===== src/verilog/rtcca_defs.vh =====
// register map, field positions and reset values of the calendar/alarm core
// assumes inclusion by the core file only
`ifndef RTCCA_DEFS_VH
`define RTCCA_DEFS_VH
`define RTCCA_A_SEC 5'h00
`define RTCCA_A_MIN 5'h01
`define RTCCA_A_HOUR 5'h02
`define RTCCA_A_WDAY 5'h03
`define RTCCA_A_MDAY 5'h04
`define RTCCA_A_MONTH 5'h05
`define RTCCA_A_YEAR 5'h06
`define RTCCA_A_AL1_FIRST 5'h07
`define RTCCA_A_AL1_LAST 5'h0A
`define RTCCA_A_AL2_FIRST 5'h0B
`define RTCCA_A_AL2_LAST 5'h0D
`define RTCCA_A_CTRL 5'h0E
`define RTCCA_A_STAT 5'h0F
`define RTCCA_MASK_BIT 7
`define RTCCA_SEL_BIT 6
`define RTCCA_H12_BIT 6
`define RTCCA_PM_BIT 5
`define RTCCA_CENT_BIT 7
`define RTCCA_CTRL_INTSEL 2
`define RTCCA_CTRL_IE2 1
`define RTCCA_CTRL_IE1 0
`define RTCCA_CTRL_RS_HI 4
`define RTCCA_CTRL_RS_LO 3
`define RTCCA_STAT_F2 1
`define RTCCA_STAT_F1 0
`define RTCCA_STAT_BUSY 2
`define RTCCA_CTRL_RST 8'h1C
`define RTCCA_STAT_RST 8'hC8
`define RTCCA_SEC_RST 8'h00
`define RTCCA_MIN_RST 8'h00
`define RTCCA_HOUR_RST 8'h00
`define RTCCA_WDAY_RST 8'h01
`define RTCCA_MDAY_RST 8'h01
`define RTCCA_MONTH_RST 8'h01
`define RTCCA_YEAR_RST 8'h00
`define RTCCA_OSC_DIV_W 15
`endif

===== src/verilog/rtcca_core.v =====
// BCD time/date counters, read buffers, two alarms and the shared irq/wave pin
// assumes a serial front end on sys_clk giving strobes, start and pointer-wrap pulses
// Notes on behaviour
// - hour bit 6 high selects 12-hour counting
// - 12-hour: hour bit 5 set means afternoon
// - 24-hour: hour bit 5 is twenty tens
// - century bit toggles when year wraps 99->00
// - weekday advances at midnight, host numbers sequentially
// - host time reads use buffers (alarm, control, status read direct), host writes go straight to the counters, counters keep running
// - read buffers reload on start and pointer wrap
// - seconds write resets sub-second divider
// - written byte commits at its acknowledge strobe
// - 1Hz wave rises 500ms after seconds write
// - alarm one lives at 07h..0Ah
// - alarm two lives at 0Bh..0Dh, no seconds
// - bit 7 of alarm bytes masks field
// - day/date bit 6 picks weekday or monthday
// - match sets alarm flag regardless of enables
// - pin low on flag only if enabled, irq mode
// - alarms compared at once-per-second counter update
// - alarm one masks: second..date match levels
// - alarm two all masked: each minute at :00
// - flags clear on written zero, one ignored
// - wave mode drives square wave, flags still set
//
// Decided for this implementation: the strobed register port and the placing of the registers.
`timescale 1ns/1ps
`default_nettype none
`include "rtcca_defs.vh"

module rtcca_core #(
  parameter DIV_W = `RTCCA_OSC_DIV_W
) (
  input wire sys_clk,
  input wire rst_b,
  input wire [4:0] reg_addr,
  input wire [7:0] reg_wdata,
  input wire reg_wr,
  input wire reg_rd,
  output reg [7:0] reg_rdata,
  input wire bus_start,
  input wire ptr_wrap,
  input wire osc_clk,
  output wire irq_wave_out,
  output reg irq_wave_oe
);

  function [7:0] bcd_inc;
    input [7:0] v;
    begin
      if (v[3:0] == 4'h9) begin
        bcd_inc = {v[7:4] + 4'h1, 4'h0};
      end else begin
        bcd_inc = {v[7:4], v[3:0] + 4'h1};
      end
    end
  endfunction

  function field_hit;
    input [7:0] al;
    input [6:0] cur;
    begin
      field_hit = al[`RTCCA_MASK_BIT] | (al[6:0] == cur);
    end
  endfunction

  function [2:0] alarm_slot;
    input [4:0] a;
    reg [4:0] off;
    begin
      off = a - `RTCCA_A_AL1_FIRST;
      alarm_slot = off[2:0];
    end
  endfunction

  function [5:0] month_len;
    input [4:0] mon;
    input [7:0] yr;
    reg leap;
    begin
      leap = yr[4] ? (yr[3:0] == 4'h2 || yr[3:0] == 4'h6)
                   : (yr[3:0] == 4'h0 || yr[3:0] == 4'h4 || yr[3:0] == 4'h8);
      case (mon)
        5'h02: month_len = leap ? 6'h29 : 6'h28;
        5'h04, 5'h06, 5'h09, 5'h11: month_len = 6'h30;
        default: month_len = 6'h31;
      endcase
    end
  endfunction

  // oscillator edge detection
  reg osc_meta_ff;
  reg osc_sync_ff;
  reg osc_prev_ff;
  reg [DIV_W-1:0] div_ff;
  wire osc_edge;
  wire tick;

  reg [7:0] sec_ff;
  reg [7:0] min_ff;
  reg [7:0] hour_ff;
  reg [7:0] wday_ff;
  reg [7:0] mday_ff;
  reg [7:0] month_ff;
  reg [7:0] year_ff;
  reg [7:0] alarm_ff [0:6];
  reg [7:0] rbuf_ff [0:6];
  reg [7:0] ctrl_ff;
  reg [7:0] stat_ff;
  reg wave_tap;

  reg [7:0] nxt_sec;
  reg [7:0] nxt_min;
  reg [7:0] nxt_hour;
  reg [7:0] nxt_wday;
  reg [7:0] nxt_mday;
  reg [7:0] nxt_month;
  reg [7:0] nxt_year;
  reg midnight;
  reg [4:0] h12;
  reg [7:0] h12_inc;
  reg [7:0] hour_inc;
  reg [7:0] month_inc;

  wire wr_sec = reg_wr && (reg_addr == `RTCCA_A_SEC);
  wire wr_min = reg_wr && (reg_addr == `RTCCA_A_MIN);
  wire wr_hour = reg_wr && (reg_addr == `RTCCA_A_HOUR);
  wire wr_wday = reg_wr && (reg_addr == `RTCCA_A_WDAY);
  wire wr_mday = reg_wr && (reg_addr == `RTCCA_A_MDAY);
  wire wr_month = reg_wr && (reg_addr == `RTCCA_A_MONTH);
  wire wr_year = reg_wr && (reg_addr == `RTCCA_A_YEAR);
  wire wr_alarm = reg_wr && (reg_addr >= `RTCCA_A_AL1_FIRST) && (reg_addr <= `RTCCA_A_AL2_LAST);
  wire wr_ctrl = reg_wr && (reg_addr == `RTCCA_A_CTRL);
  wire wr_stat = reg_wr && (reg_addr == `RTCCA_A_STAT);
  wire clr1 = wr_stat && !reg_wdata[`RTCCA_STAT_F1];
  wire clr2 = wr_stat && !reg_wdata[`RTCCA_STAT_F2];
  integer i;
  integer k;

  // faster wave taps fall back inside a short divider
  localparam TAP_1K = (DIV_W > 5) ? 4 : DIV_W - 2;
  localparam TAP_4K = (DIV_W > 3) ? 2 : DIV_W - 2;

  assign osc_edge = osc_sync_ff & ~osc_prev_ff;
  assign tick = osc_edge && (&div_ff);
  assign irq_wave_out = 1'b0;

  always @(posedge sys_clk) begin
    if (!rst_b) begin
      osc_meta_ff <= 1'b0;
      osc_sync_ff <= 1'b0;
      osc_prev_ff <= 1'b0;
      div_ff <= {DIV_W{1'b0}};
    end else begin
      osc_meta_ff <= osc_clk;
      osc_sync_ff <= osc_meta_ff;
      osc_prev_ff <= osc_sync_ff;
      if (wr_sec) begin
        div_ff <= {DIV_W{1'b0}};
      end else if (osc_edge) begin
        div_ff <= div_ff + {{(DIV_W-1){1'b0}}, 1'b1};
      end
    end
  end

  // next time and date, taken only on tick
  always @* begin
    nxt_sec = bcd_inc(sec_ff);
    nxt_min = min_ff;
    nxt_hour = hour_ff;
    nxt_wday = wday_ff;
    nxt_mday = mday_ff;
    nxt_month = month_ff;
    nxt_year = year_ff;
    midnight = 1'b0;
    h12 = hour_ff[4:0];
    h12_inc = bcd_inc({3'b000, hour_ff[4:0]});
    hour_inc = bcd_inc({2'b00, hour_ff[5:0]});
    month_inc = bcd_inc({3'b000, month_ff[4:0]});
    if (sec_ff == 8'h59) begin
      nxt_sec = 8'h00;
      nxt_min = bcd_inc(min_ff);
      if (min_ff == 8'h59) begin
        nxt_min = 8'h00;
        if (hour_ff[`RTCCA_H12_BIT]) begin
          if (h12 == 5'h12) begin
            nxt_hour = {hour_ff[7:5], 5'h01};
          end else if (h12 == 5'h11) begin
            nxt_hour = {hour_ff[7:6], ~hour_ff[`RTCCA_PM_BIT], 5'h12};
            midnight = hour_ff[`RTCCA_PM_BIT];
          end else begin
            nxt_hour = {hour_ff[7:5], h12_inc[4:0]};
          end
        end else if (hour_ff[5:0] == 6'h23) begin
          nxt_hour = {hour_ff[7:6], 6'h00};
          midnight = 1'b1;
        end else begin
          nxt_hour = {hour_ff[7:6], hour_inc[5:0]};
        end
      end
    end
    if (midnight) begin
      nxt_wday = (wday_ff[2:0] == 3'h7) ? 8'h01 : {5'h00, wday_ff[2:0] + 3'h1};
      nxt_mday = bcd_inc(mday_ff);
      if (mday_ff[5:0] == month_len(month_ff[4:0], year_ff)) begin
        nxt_mday = 8'h01;
        nxt_month = {month_ff[7:5], month_inc[4:0]};
        if (month_ff[4:0] == 5'h12) begin
          nxt_month = {month_ff[7:5], 5'h01};
          nxt_year = bcd_inc(year_ff);
          if (year_ff == 8'h99) begin
            nxt_year = 8'h00;
            nxt_month[`RTCCA_CENT_BIT] = ~month_ff[`RTCCA_CENT_BIT];
          end
        end
      end
    end
  end

  // alarm evaluation against the values the counters take on this tick
  wire [5:0] al1_dd = alarm_ff[3][`RTCCA_SEL_BIT] ? nxt_wday[5:0] : nxt_mday[5:0];
  wire [5:0] al2_dd = alarm_ff[6][`RTCCA_SEL_BIT] ? nxt_wday[5:0] : nxt_mday[5:0];
  wire al1_match = field_hit(alarm_ff[0], nxt_sec[6:0])
                 & field_hit(alarm_ff[1], nxt_min[6:0])
                 & field_hit(alarm_ff[2], nxt_hour[6:0])
                 & field_hit({alarm_ff[3][7], 1'b0, alarm_ff[3][5:0]}, {1'b0, al1_dd});
  wire al2_match = (nxt_sec == 8'h00)
                 & field_hit(alarm_ff[4], nxt_min[6:0])
                 & field_hit(alarm_ff[5], nxt_hour[6:0])
                 & field_hit({alarm_ff[6][7], 1'b0, alarm_ff[6][5:0]}, {1'b0, al2_dd});
  wire set1 = tick & al1_match;
  wire set2 = tick & al2_match;

  // writes commit on the strobe, which is the acknowledge of the byte
  always @(posedge sys_clk) begin
    if (!rst_b) begin
      sec_ff <= `RTCCA_SEC_RST;
      min_ff <= `RTCCA_MIN_RST;
      hour_ff <= `RTCCA_HOUR_RST;
      wday_ff <= `RTCCA_WDAY_RST;
      mday_ff <= `RTCCA_MDAY_RST;
      month_ff <= `RTCCA_MONTH_RST;
      year_ff <= `RTCCA_YEAR_RST;
    end else begin
      if (wr_sec) begin
        sec_ff <= {1'b0, reg_wdata[6:0]};
      end else if (tick) begin
        sec_ff <= nxt_sec;
      end
      if (wr_min) begin
        min_ff <= {1'b0, reg_wdata[6:0]};
      end else if (tick) begin
        min_ff <= nxt_min;
      end
      if (wr_hour) begin
        hour_ff <= {1'b0, reg_wdata[6:0]};
      end else if (tick) begin
        hour_ff <= nxt_hour;
      end
      if (wr_wday) begin
        wday_ff <= {5'h00, reg_wdata[2:0]};
      end else if (tick) begin
        wday_ff <= nxt_wday;
      end
      if (wr_mday) begin
        mday_ff <= {2'b00, reg_wdata[5:0]};
      end else if (tick) begin
        mday_ff <= nxt_mday;
      end
      if (wr_month) begin
        month_ff <= {reg_wdata[7], 2'b00, reg_wdata[4:0]};
      end else if (tick) begin
        month_ff <= nxt_month;
      end
      if (wr_year) begin
        year_ff <= reg_wdata;
      end else if (tick) begin
        year_ff <= nxt_year;
      end
    end
  end

  // alarm and control bytes are plain storage
  always @(posedge sys_clk) begin
    if (!rst_b) begin
      ctrl_ff <= `RTCCA_CTRL_RST;
      for (i = 0; i < 7; i = i + 1) begin
        alarm_ff[i] <= 8'h00;
      end
    end else begin
      if (wr_alarm) begin
        alarm_ff[alarm_slot(reg_addr)] <= reg_wdata;
      end
      if (wr_ctrl) begin
        ctrl_ff <= reg_wdata;
      end
    end
  end

  // flags: set wins over a written zero, a written one leaves the flag
  always @(posedge sys_clk) begin
    if (!rst_b) begin
      stat_ff <= `RTCCA_STAT_RST;
    end else begin
      if (wr_stat) begin
        stat_ff[7:3] <= reg_wdata[7:3];
      end
      stat_ff[`RTCCA_STAT_BUSY] <= 1'b0;
      stat_ff[`RTCCA_STAT_F1] <= set1 | (stat_ff[`RTCCA_STAT_F1] & ~clr1);
      stat_ff[`RTCCA_STAT_F2] <= set2 | (stat_ff[`RTCCA_STAT_F2] & ~clr2);
    end
  end

  // read buffers hold a snapshot while counting continues
  always @(posedge sys_clk) begin
    if (!rst_b) begin
      for (k = 0; k < 7; k = k + 1) begin
        rbuf_ff[k] <= 8'h00;
      end
    end else if (bus_start || ptr_wrap) begin
      rbuf_ff[0] <= sec_ff;
      rbuf_ff[1] <= min_ff;
      rbuf_ff[2] <= hour_ff;
      rbuf_ff[3] <= wday_ff;
      rbuf_ff[4] <= mday_ff;
      rbuf_ff[5] <= month_ff;
      rbuf_ff[6] <= year_ff;
    end
  end

  always @(posedge sys_clk) begin
    if (!rst_b) begin
      reg_rdata <= 8'h00;
    end else if (reg_rd) begin
      if (reg_addr <= `RTCCA_A_YEAR) begin
        reg_rdata <= rbuf_ff[reg_addr[2:0]];
      end else if (reg_addr <= `RTCCA_A_AL2_LAST) begin
        reg_rdata <= alarm_ff[alarm_slot(reg_addr)];
      end else if (reg_addr == `RTCCA_A_CTRL) begin
        reg_rdata <= ctrl_ff;
      end else if (reg_addr == `RTCCA_A_STAT) begin
        reg_rdata <= stat_ff;
      end else begin
        reg_rdata <= 8'h00;
      end
    end else begin
      reg_rdata <= 8'h00;
    end
  end

  // square wave taps; 1Hz tap rises at half count after a seconds write
  always @* begin
    case (ctrl_ff[`RTCCA_CTRL_RS_HI:`RTCCA_CTRL_RS_LO])
      2'b00: wave_tap = div_ff[DIV_W-1];
      2'b01: wave_tap = div_ff[TAP_1K];
      2'b10: wave_tap = div_ff[TAP_4K];
      default: wave_tap = div_ff[1];
    endcase
  end

  // open-drain, active low: enable high pulls the pin low
  always @(posedge sys_clk) begin
    if (!rst_b) begin
      irq_wave_oe <= 1'b0;
    end else if (ctrl_ff[`RTCCA_CTRL_INTSEL]) begin
      irq_wave_oe <= (stat_ff[`RTCCA_STAT_F1] & ctrl_ff[`RTCCA_CTRL_IE1])
                   | (stat_ff[`RTCCA_STAT_F2] & ctrl_ff[`RTCCA_CTRL_IE2]);
    end else begin
      irq_wave_oe <= ~wave_tap;
    end
  end

endmodule // rtcca_core
`default_nettype wire


===== config.mk =====
export PLATFORM = sky130hd
export DESIGN_NAME = rtcca_core
export DESIGN_NICKNAME = d
export VERILOG_FILES = /design/src/verilog/rtcca_core.v
export VERILOG_INCLUDE_DIRS = /design/src /design/src/verilog
export SDC_FILE = /design/constraint.sdc
export NUM_CORES = 1
export LEC_CHECK = 0
export BUFFER_PORTS_ARGS = -buffer_cell sky130_fd_sc_hd__buf_4
export CORE_ASPECT_RATIO = 0.6
export CORE_MARGIN = 2
export CORE_UTILIZATION = 58
export CTS_CLUSTER_SIZE = 40
export DETAILED_ROUTE_END_ITERATION = 6
export GPL_ROUTABILITY_DRIVEN = 0
export PLACE_DENSITY = 0.82
export RECOVER_POWER = 100
export SLEW_MARGIN = 30
export SYNTH_ARGS = -nofsm -noshare
export SYNTH_HDL_FRONTEND = slang
export SYNTH_SLANG_ARGS = --single-unit
export TNS_END_PERCENT = 30

===== constraint.sdc =====
create_clock -name sys_clk -period 7.8 [get_ports sys_clk]
set_input_delay 0 -clock sys_clk [delete_from_list [all_inputs] [get_ports sys_clk]]
set_output_delay 0 -clock sys_clk [all_outputs]
set_load 0.01 [all_outputs]

Yosys cells after proc, flatten, opt, wreduce, memory -nomap -nowiden

Memories as Yosys holds them, arrays and structs flattened.
Cells that the tools add are included.

Flip-flop bits (word level): 94
Memory bits (writable): 112
Input bits: 20
Memories kept: 2

Add/sub/neg operators: 16
Order comparisons: 3
Eq/ne operators: 41
Mux-type cells: 77
Bitwise logic cells: 37
Reductions and logical operators: 57

Memory list:

| memory   | words | bits a word | read ports | clocked after Yosys merged registers in | write ports | RTL line         | source |
|---|---|---|---|---|---|---|---|
| alarm_ff | 7     | 8           | 8          | 0                                       | 7           | rtcca_core.v:106 | `reg [7:0] alarm_ff [0:6];` |
| rbuf_ff  | 7     | 8           | 1          | 0                                       | 7           | rtcca_core.v:107 | `reg [7:0] rbuf_ff [0:6];` |

Operator list:

| kind                                          | count |
|---|---|
| two-way mux 8 bit                             | 30 |
| two-way mux 7 bit                             | 10 |
| two-way mux 6 bit                             | 11 |
| adder 4 x 1 -> 4 bit, second input constant   | 10 |
| == test 7 bit                                 | 5 |
| nonzero test 2 bit                            | 16 |
| == test 4 bit, second input constant          | 7 |
| == test 5 x 3 -> 1 bit, second input constant | 5 |
| == test 5 bit, second input constant          | 4 |
| == test 6 bit                                 | 3 |
| two-way mux 1 bit                             | 18 |
| bitwise OR 1 bit                              | 17 |
| == test 8 x 7 -> 1 bit, second input constant | 2 |
| adder 15 x 1 -> 15 bit, second input constant | 1 |
| == test 5 x 2 -> 1 bit, second input constant | 3 |
| == test 5 x 4 -> 1 bit, second input constant | 3 |
| AND reduction 15 bit                          | 1 |
| logical AND 1 bit                             | 14 |
| AND 1 bit                                     | 13 |
| two-way mux 3 bit                             | 4 |
| two-way mux 5 bit                             | 2 |
| case mux 5 bit (2 select lines)               | 1 |
| AND reduction 5 bit                           | 2 |
| AND reduction 3 bit                           | 3 |
| other kinds (29)                              | 46 |

Logic depth before layout (Yosys ltp)

Word-level depth: 16
Depth in mapped cells: 15

Worst setup path after synthesis

OpenSTA, ideal clock, no wires.

Path type: input to register
Start: input reg_addr[0]
End: memory alarm_ff[4][0], enable pin
Setup time: 0.384 ns
Data arrival time: 2.926 ns
Data required time: 7.416 ns
Setup slack: 4.490 ns
Cell stages on the path: 10
Buffers on the path: 5
Cells stage by stage: clkbuf_1 > buf_1 > clkbuf_1 > inv_1 > ha_1 > buf_1 > clkbuf_1 > o21ai_0 > nand2_1 > o21ai_0

RTL lines:

| element            | RTL line         | source |
|---|---|---|
| start: declaration | rtcca_core.v:36  | `input wire [4:0] reg_addr,` |
| end: declaration   | rtcca_core.v:106 |  |

Worst setup path after layout

Start: register sec_ff[0]
End: register stat_ff[0]

Longest elaborated chain between the ends: 10
Elaborated cells between the ends (all ways): 24
Those cells by class: add/sub (1); eq/ne (6); mux (8); bitwise (9)

RTL lines:

| element                                               | RTL line                         | source |
|---|---|---|
| start: declaration                                    | rtcca_core.v:99                  | `reg [7:0] sec_ff;` |
| start signal: assignment                              | rtcca_core.v:237                 | `` sec_ff <= `RTCCA_SEC_RST; `` |
| start signal: assignment                              | rtcca_core.v:246                 | `sec_ff <= {1'b0, reg_wdata[6:0]};` |
| start signal: assignment                              | rtcca_core.v:248                 | `sec_ff <= nxt_sec;` |
| adder 4 x 1 -> 4 bit or == test 4 bit (tied branches) | rtcca_core.v:54, rtcca_core.v:51 |  |
| two-way mux 8 bit                                     | rtcca_core.v:51                  | `if (v[3:0] == 4'h9) begin` |
| two-way mux 8 bit                                     | rtcca_core.v:180                 | `if (sec_ff == 8'h59) begin` |
| == test 7 bit                                         | rtcca_core.v:63                  | `` field_hit = al[`RTCCA_MASK_BIT] \| (al[6:0] == cur); `` |
| bitwise OR 1 bit                                      | rtcca_core.v:63                  |  |
| AND 1 bit                                             | rtcca_core.v:224                 | `& field_hit(alarm_ff[1], nxt_min[6:0])` |
| AND 1 bit                                             | rtcca_core.v:225                 | `& field_hit(alarm_ff[2], nxt_hour[6:0])` |
| AND 1 bit *                                           | rtcca_core.v:226                 | `& field_hit({alarm_ff[3][7], 1'b0, alarm_ff[3][5:0]}, {1'b0, al1_dd});` |
| AND 1 bit *                                           | rtcca_core.v:231                 | `wire set1 = tick & al1_match;` |
| bitwise OR 1 bit *                                    | rtcca_core.v:309                 | `` stat_ff[`RTCCA_STAT_F1] <= set1 \| (stat_ff[`RTCCA_STAT_F1] & ~clr1); `` |
| end signal: assignment                                | rtcca_core.v:303                 | `` stat_ff <= `RTCCA_STAT_RST; `` |
| end signal: indexed assignment                        | rtcca_core.v:309                 |  |
| end signal: indexed assignment                        | rtcca_core.v:310                 | `` stat_ff[`RTCCA_STAT_F2] <= set2 \| (stat_ff[`RTCCA_STAT_F2] & ~clr2); `` |
| end: declaration                                      | rtcca_core.v:109                 | `reg [7:0] stat_ff;` |

Mark *: on every way between the ends. The rest lies on a longest branch, timed or not.
A chain may end at the register's enable or synchronous reset.

==> run metrics <==
ranking of synthesized cells by area=edfxtp_1 (27%), dfxtp_1 (17%), nor2_1 (5.2%); Final Skew=just over 10 ps; number of clock sinks=approximately 210; Final Hold Violating Endpoints=0; adder-cell share of the synthesized area=2.34%; io pins=30; Area growth, synth to finish=8.47%; Detailed Route WL=~36,000 microns; nets@finish=about 1,300; pwr dens=~190 mW/mm^2; Clock Power Share=40.2%; I/O Buffers=28; area leader, netlist=edfxtp_1; Post-route DRC=0; Die X-Extent=188 microns; Compound-Gate Fraction of Synth Area=15.0%; R2R Path End=stat_ff[0]; H-tree depth=1; Die Span Y=between 100 and 150 microns; Syn Area/Cell=between 9 and 10 sq um; via count=10,342; multi-input logic area=~0.0061 sq mm; CP Launch Type=flop; crit path time final=4940 ps; YS warnings=0; Comb pwr share=9.2%; Synth top area share=27.3%; Setup violations, final=0; P_sw=~0.59 mW; Seq/Total Area, Yosys=44.5%; Starting Density=between 50% and 60%; ys async rst share=0%; commonest non-fill, non-tap cell in the layout=nor2_1; largest net degree at the start of global routing=63; Fin Hold WS=33.3 ps; hpwl dp=25,900 microns; num rows=40; Hold Crit Start=reg_addr[1]; TritonCTS Buffers=19; 1st-iter DRT viols=1,462; Total GRT Usage=33.5%; Netlist Area Pre-Place=0.0118 sq mm; Synth Instances=1,278; r2r startpoint=sec_ff[0]; Int Pwr=between 1.5 and 2 mW; Filler cells=1,564; Seq pwr share=approximately half; Slew Limit Fails=93; switch share=24.6%; Synthesized Nets=approximately 1,300; reg2reg setup slack=2860 ps; outcome=finished, violations left; R2R depth=11; CP Capture Point=stat_ff[0]; vias in the first global route=9,136; multiplexer share of the synthesized area=6.87%; Routed Antenna Nets=0; Crit Path Class=flop to flop; post-CTS sizing=0; Routed wire per std cell=about 23 microns; DRT Pass-1 Iters=7; first-pass GRT wire length=54,300 microns; die area=roughly 0.021 sq mm; Core Area=0.0200 sq mm; post-synthesis register bit count=208; critical-path maximum fanout=19; remaining global-route overflow=0; HP Class=input pin to flop; Root Buffer=clkbuf_16; Simple-Gate Fraction of Synth Area=22.8%; initial antenna violation count=0; Worst-Skew Late Latency=500 ps; largest family of logic cells by synthesized area=simple AND/OR/NAND/NOR gates; CP Capture Type=flop; Seq. cell area=approximately 0.0052 sq mm; Worst Path Required=8190 ps; final period utilization=63.4%; WP data arrival=5330 ps; Worst slew margin=-69.4%; worst-margin pin slew=2540 ps; Antenna diodes=0; commonest non-fill, non-tap cells in the layout=nor2_1 (162), nand2_1 (155), edfxtp_1 (107); Max Root-Sink Buffers=3; main flop type after synthesis=edfxtp_1; CTS tree=yes; post-route setup TNS=0 ps; RSZ-0062 raised after global routing=no; Netlist cell types=80; f_max=0.202 GHz; failing checks=max-capacitance violations, max-slew violations; layout cell share with drive strength beyond 1=7.40%; number of synthesized flops with an enable pin=107; post-CTS setup buffers=0; # Max-Cap Violations=2; VDD IR-drop max=0.000190 V; Vias/cell=about 6.6; Critical Path Start=sec_ff[0]; Reg clk slew, reported paths=70 ps; XOR/XNOR share of the synthesized area=4.54%; static leakage=4.54 nW
-- synth_stat cells (all sizes together) (5+ instances only) --
master	n
and2	49
clkbuf	57
buf	22
o21ai	64
mux4	20
and3b	6
nor2b	12
nor3b	5
a21oi	75
a221oi	16
xor2	28
nand4	15
a31oi	17
nand3b	7
nor4b	6
and3	5
inv	34
mux2i	29
nand2b	10
o211ai	17
ha	22
nand3	36
dfxtp	101
a311oi	8
and4	7
xnor2	33
nor2	163
a211oi	15
a21o	5
o21a	5
nor4	9
nand2	155
nor3	30
edfxtp	107
or3	16
o311ai	6
mux2	6
-- power by group through the flow --
| stage | logic (mW) | registers, mW | clock network, mW |
|---|---|---|---|
| 6_report | 0.221 | 1.22 | 0.969 |
| 5_1_grt | 0.233 | 1.22 | 1.01 |
| 4_1_cts | 0.213 | 1.22 | 0.969 |
| 3_5_place_dp | 0.207 | 1.24 | 0 |
| 3_3_place_gp | 0.202 | 1.24 | 0 |
| 2_1_floorplan | 0.138 | 1.22 | 0 |
-- logic make-up after synthesis --
group / after synthesis
AND/OR/NAND/NOR: 546
adder cells (fa/ha/maj): 22
multiplexers: 55
flip-flops: 208
other: 1
XOR/XNOR: 61
buffers and inverters: 115
AO/OA/AOI/OAI: 270
-- stage by stage --
step / power, mW / std cells / instance area, sq um / utilization, % / setup slack (ps)
global placement: 1.44 / 1510 / 12100 / 60.4 / 3780
global route: 2.46 / 1556 / 12800 / 63.9 / 2610
CTS: 2.40 / 1556 / 12800 / 64.2 / 3580
finish: 2.41 / 1556 / 12800 / 63.9 / 2860
detailed placement: 1.45 / 1510 / 12100 / 60.5 / 3610
floorplan: 1.36 / 1278 / 11800 / - / 4490
-- critical path, stage by stage (launching register included) --
cell       delay, ps
dfxtp_1          480
ha_1             300
and3b_1          470
nand4_1          610
nor3_1           340
clkbuf_1         690
mux2i_1          430
xnor2_1          110
a2111oi_0        500
nand4_1          160
o41a_1           460
o41ai_1          280
-- routing by layer --
metal | global-route usage [%] | part of all wire [%] | vias up
met5 | 0 | 0 | -
met4 | 6.82 | 2.2 | 0
met3 | 17.2 | 19 | 75
met2 | 44.9 | 38 | 776
met1 | 48.0 | 41 | 4874
li1 | - | - | 4617
-- repair_timing --
action	4_1_cts	5_1_grt
hold buffers	13	0
endpoints found under the setup margin	0	0
hold endpoints to repair	66	0
-- flip-flops by register name (all words and copies together), names as in the netlist --
name         flops
div_ff          15
ctrl_ff          8
irq_wave_oe      1
month_ff         6
mday_ff          8
osc_prev_ff      1
min_ff           8
hour_ff          7
sec_ff           8
osc_sync_ff      1
rbuf_ff         51
alarm_ff        64
stat_ff          7
osc_meta_ff      1
wday_ff          6
reg_rdata        8
year_ff          8
-- cell type report --
class,count,area share (%)
Clock inverter,12,1.04
Multi-Input combinational cell,955,47.5
Inverter,36,1.06
Tap cell,273,2.68
Clock buffer,21,3.86
Sequential cell,208,41.0
Timing Repair Buffer,51,2.87
-- worst min path at each step --
stage	to	slack, ps	depth (start not counted)
2_1_floorplan	stat_ff[6]	130	2
5_1_grt	rbuf_ff[4][1]	70	4
4_1_cts	reg_rdata[6]	30	5
3_3_place_gp	osc_meta_ff	220	2
3_5_place_dp	osc_meta_ff	230	2
6_report	reg_rdata[6]	30	5
No activity file was read; power rests on OpenSTA's default activity.
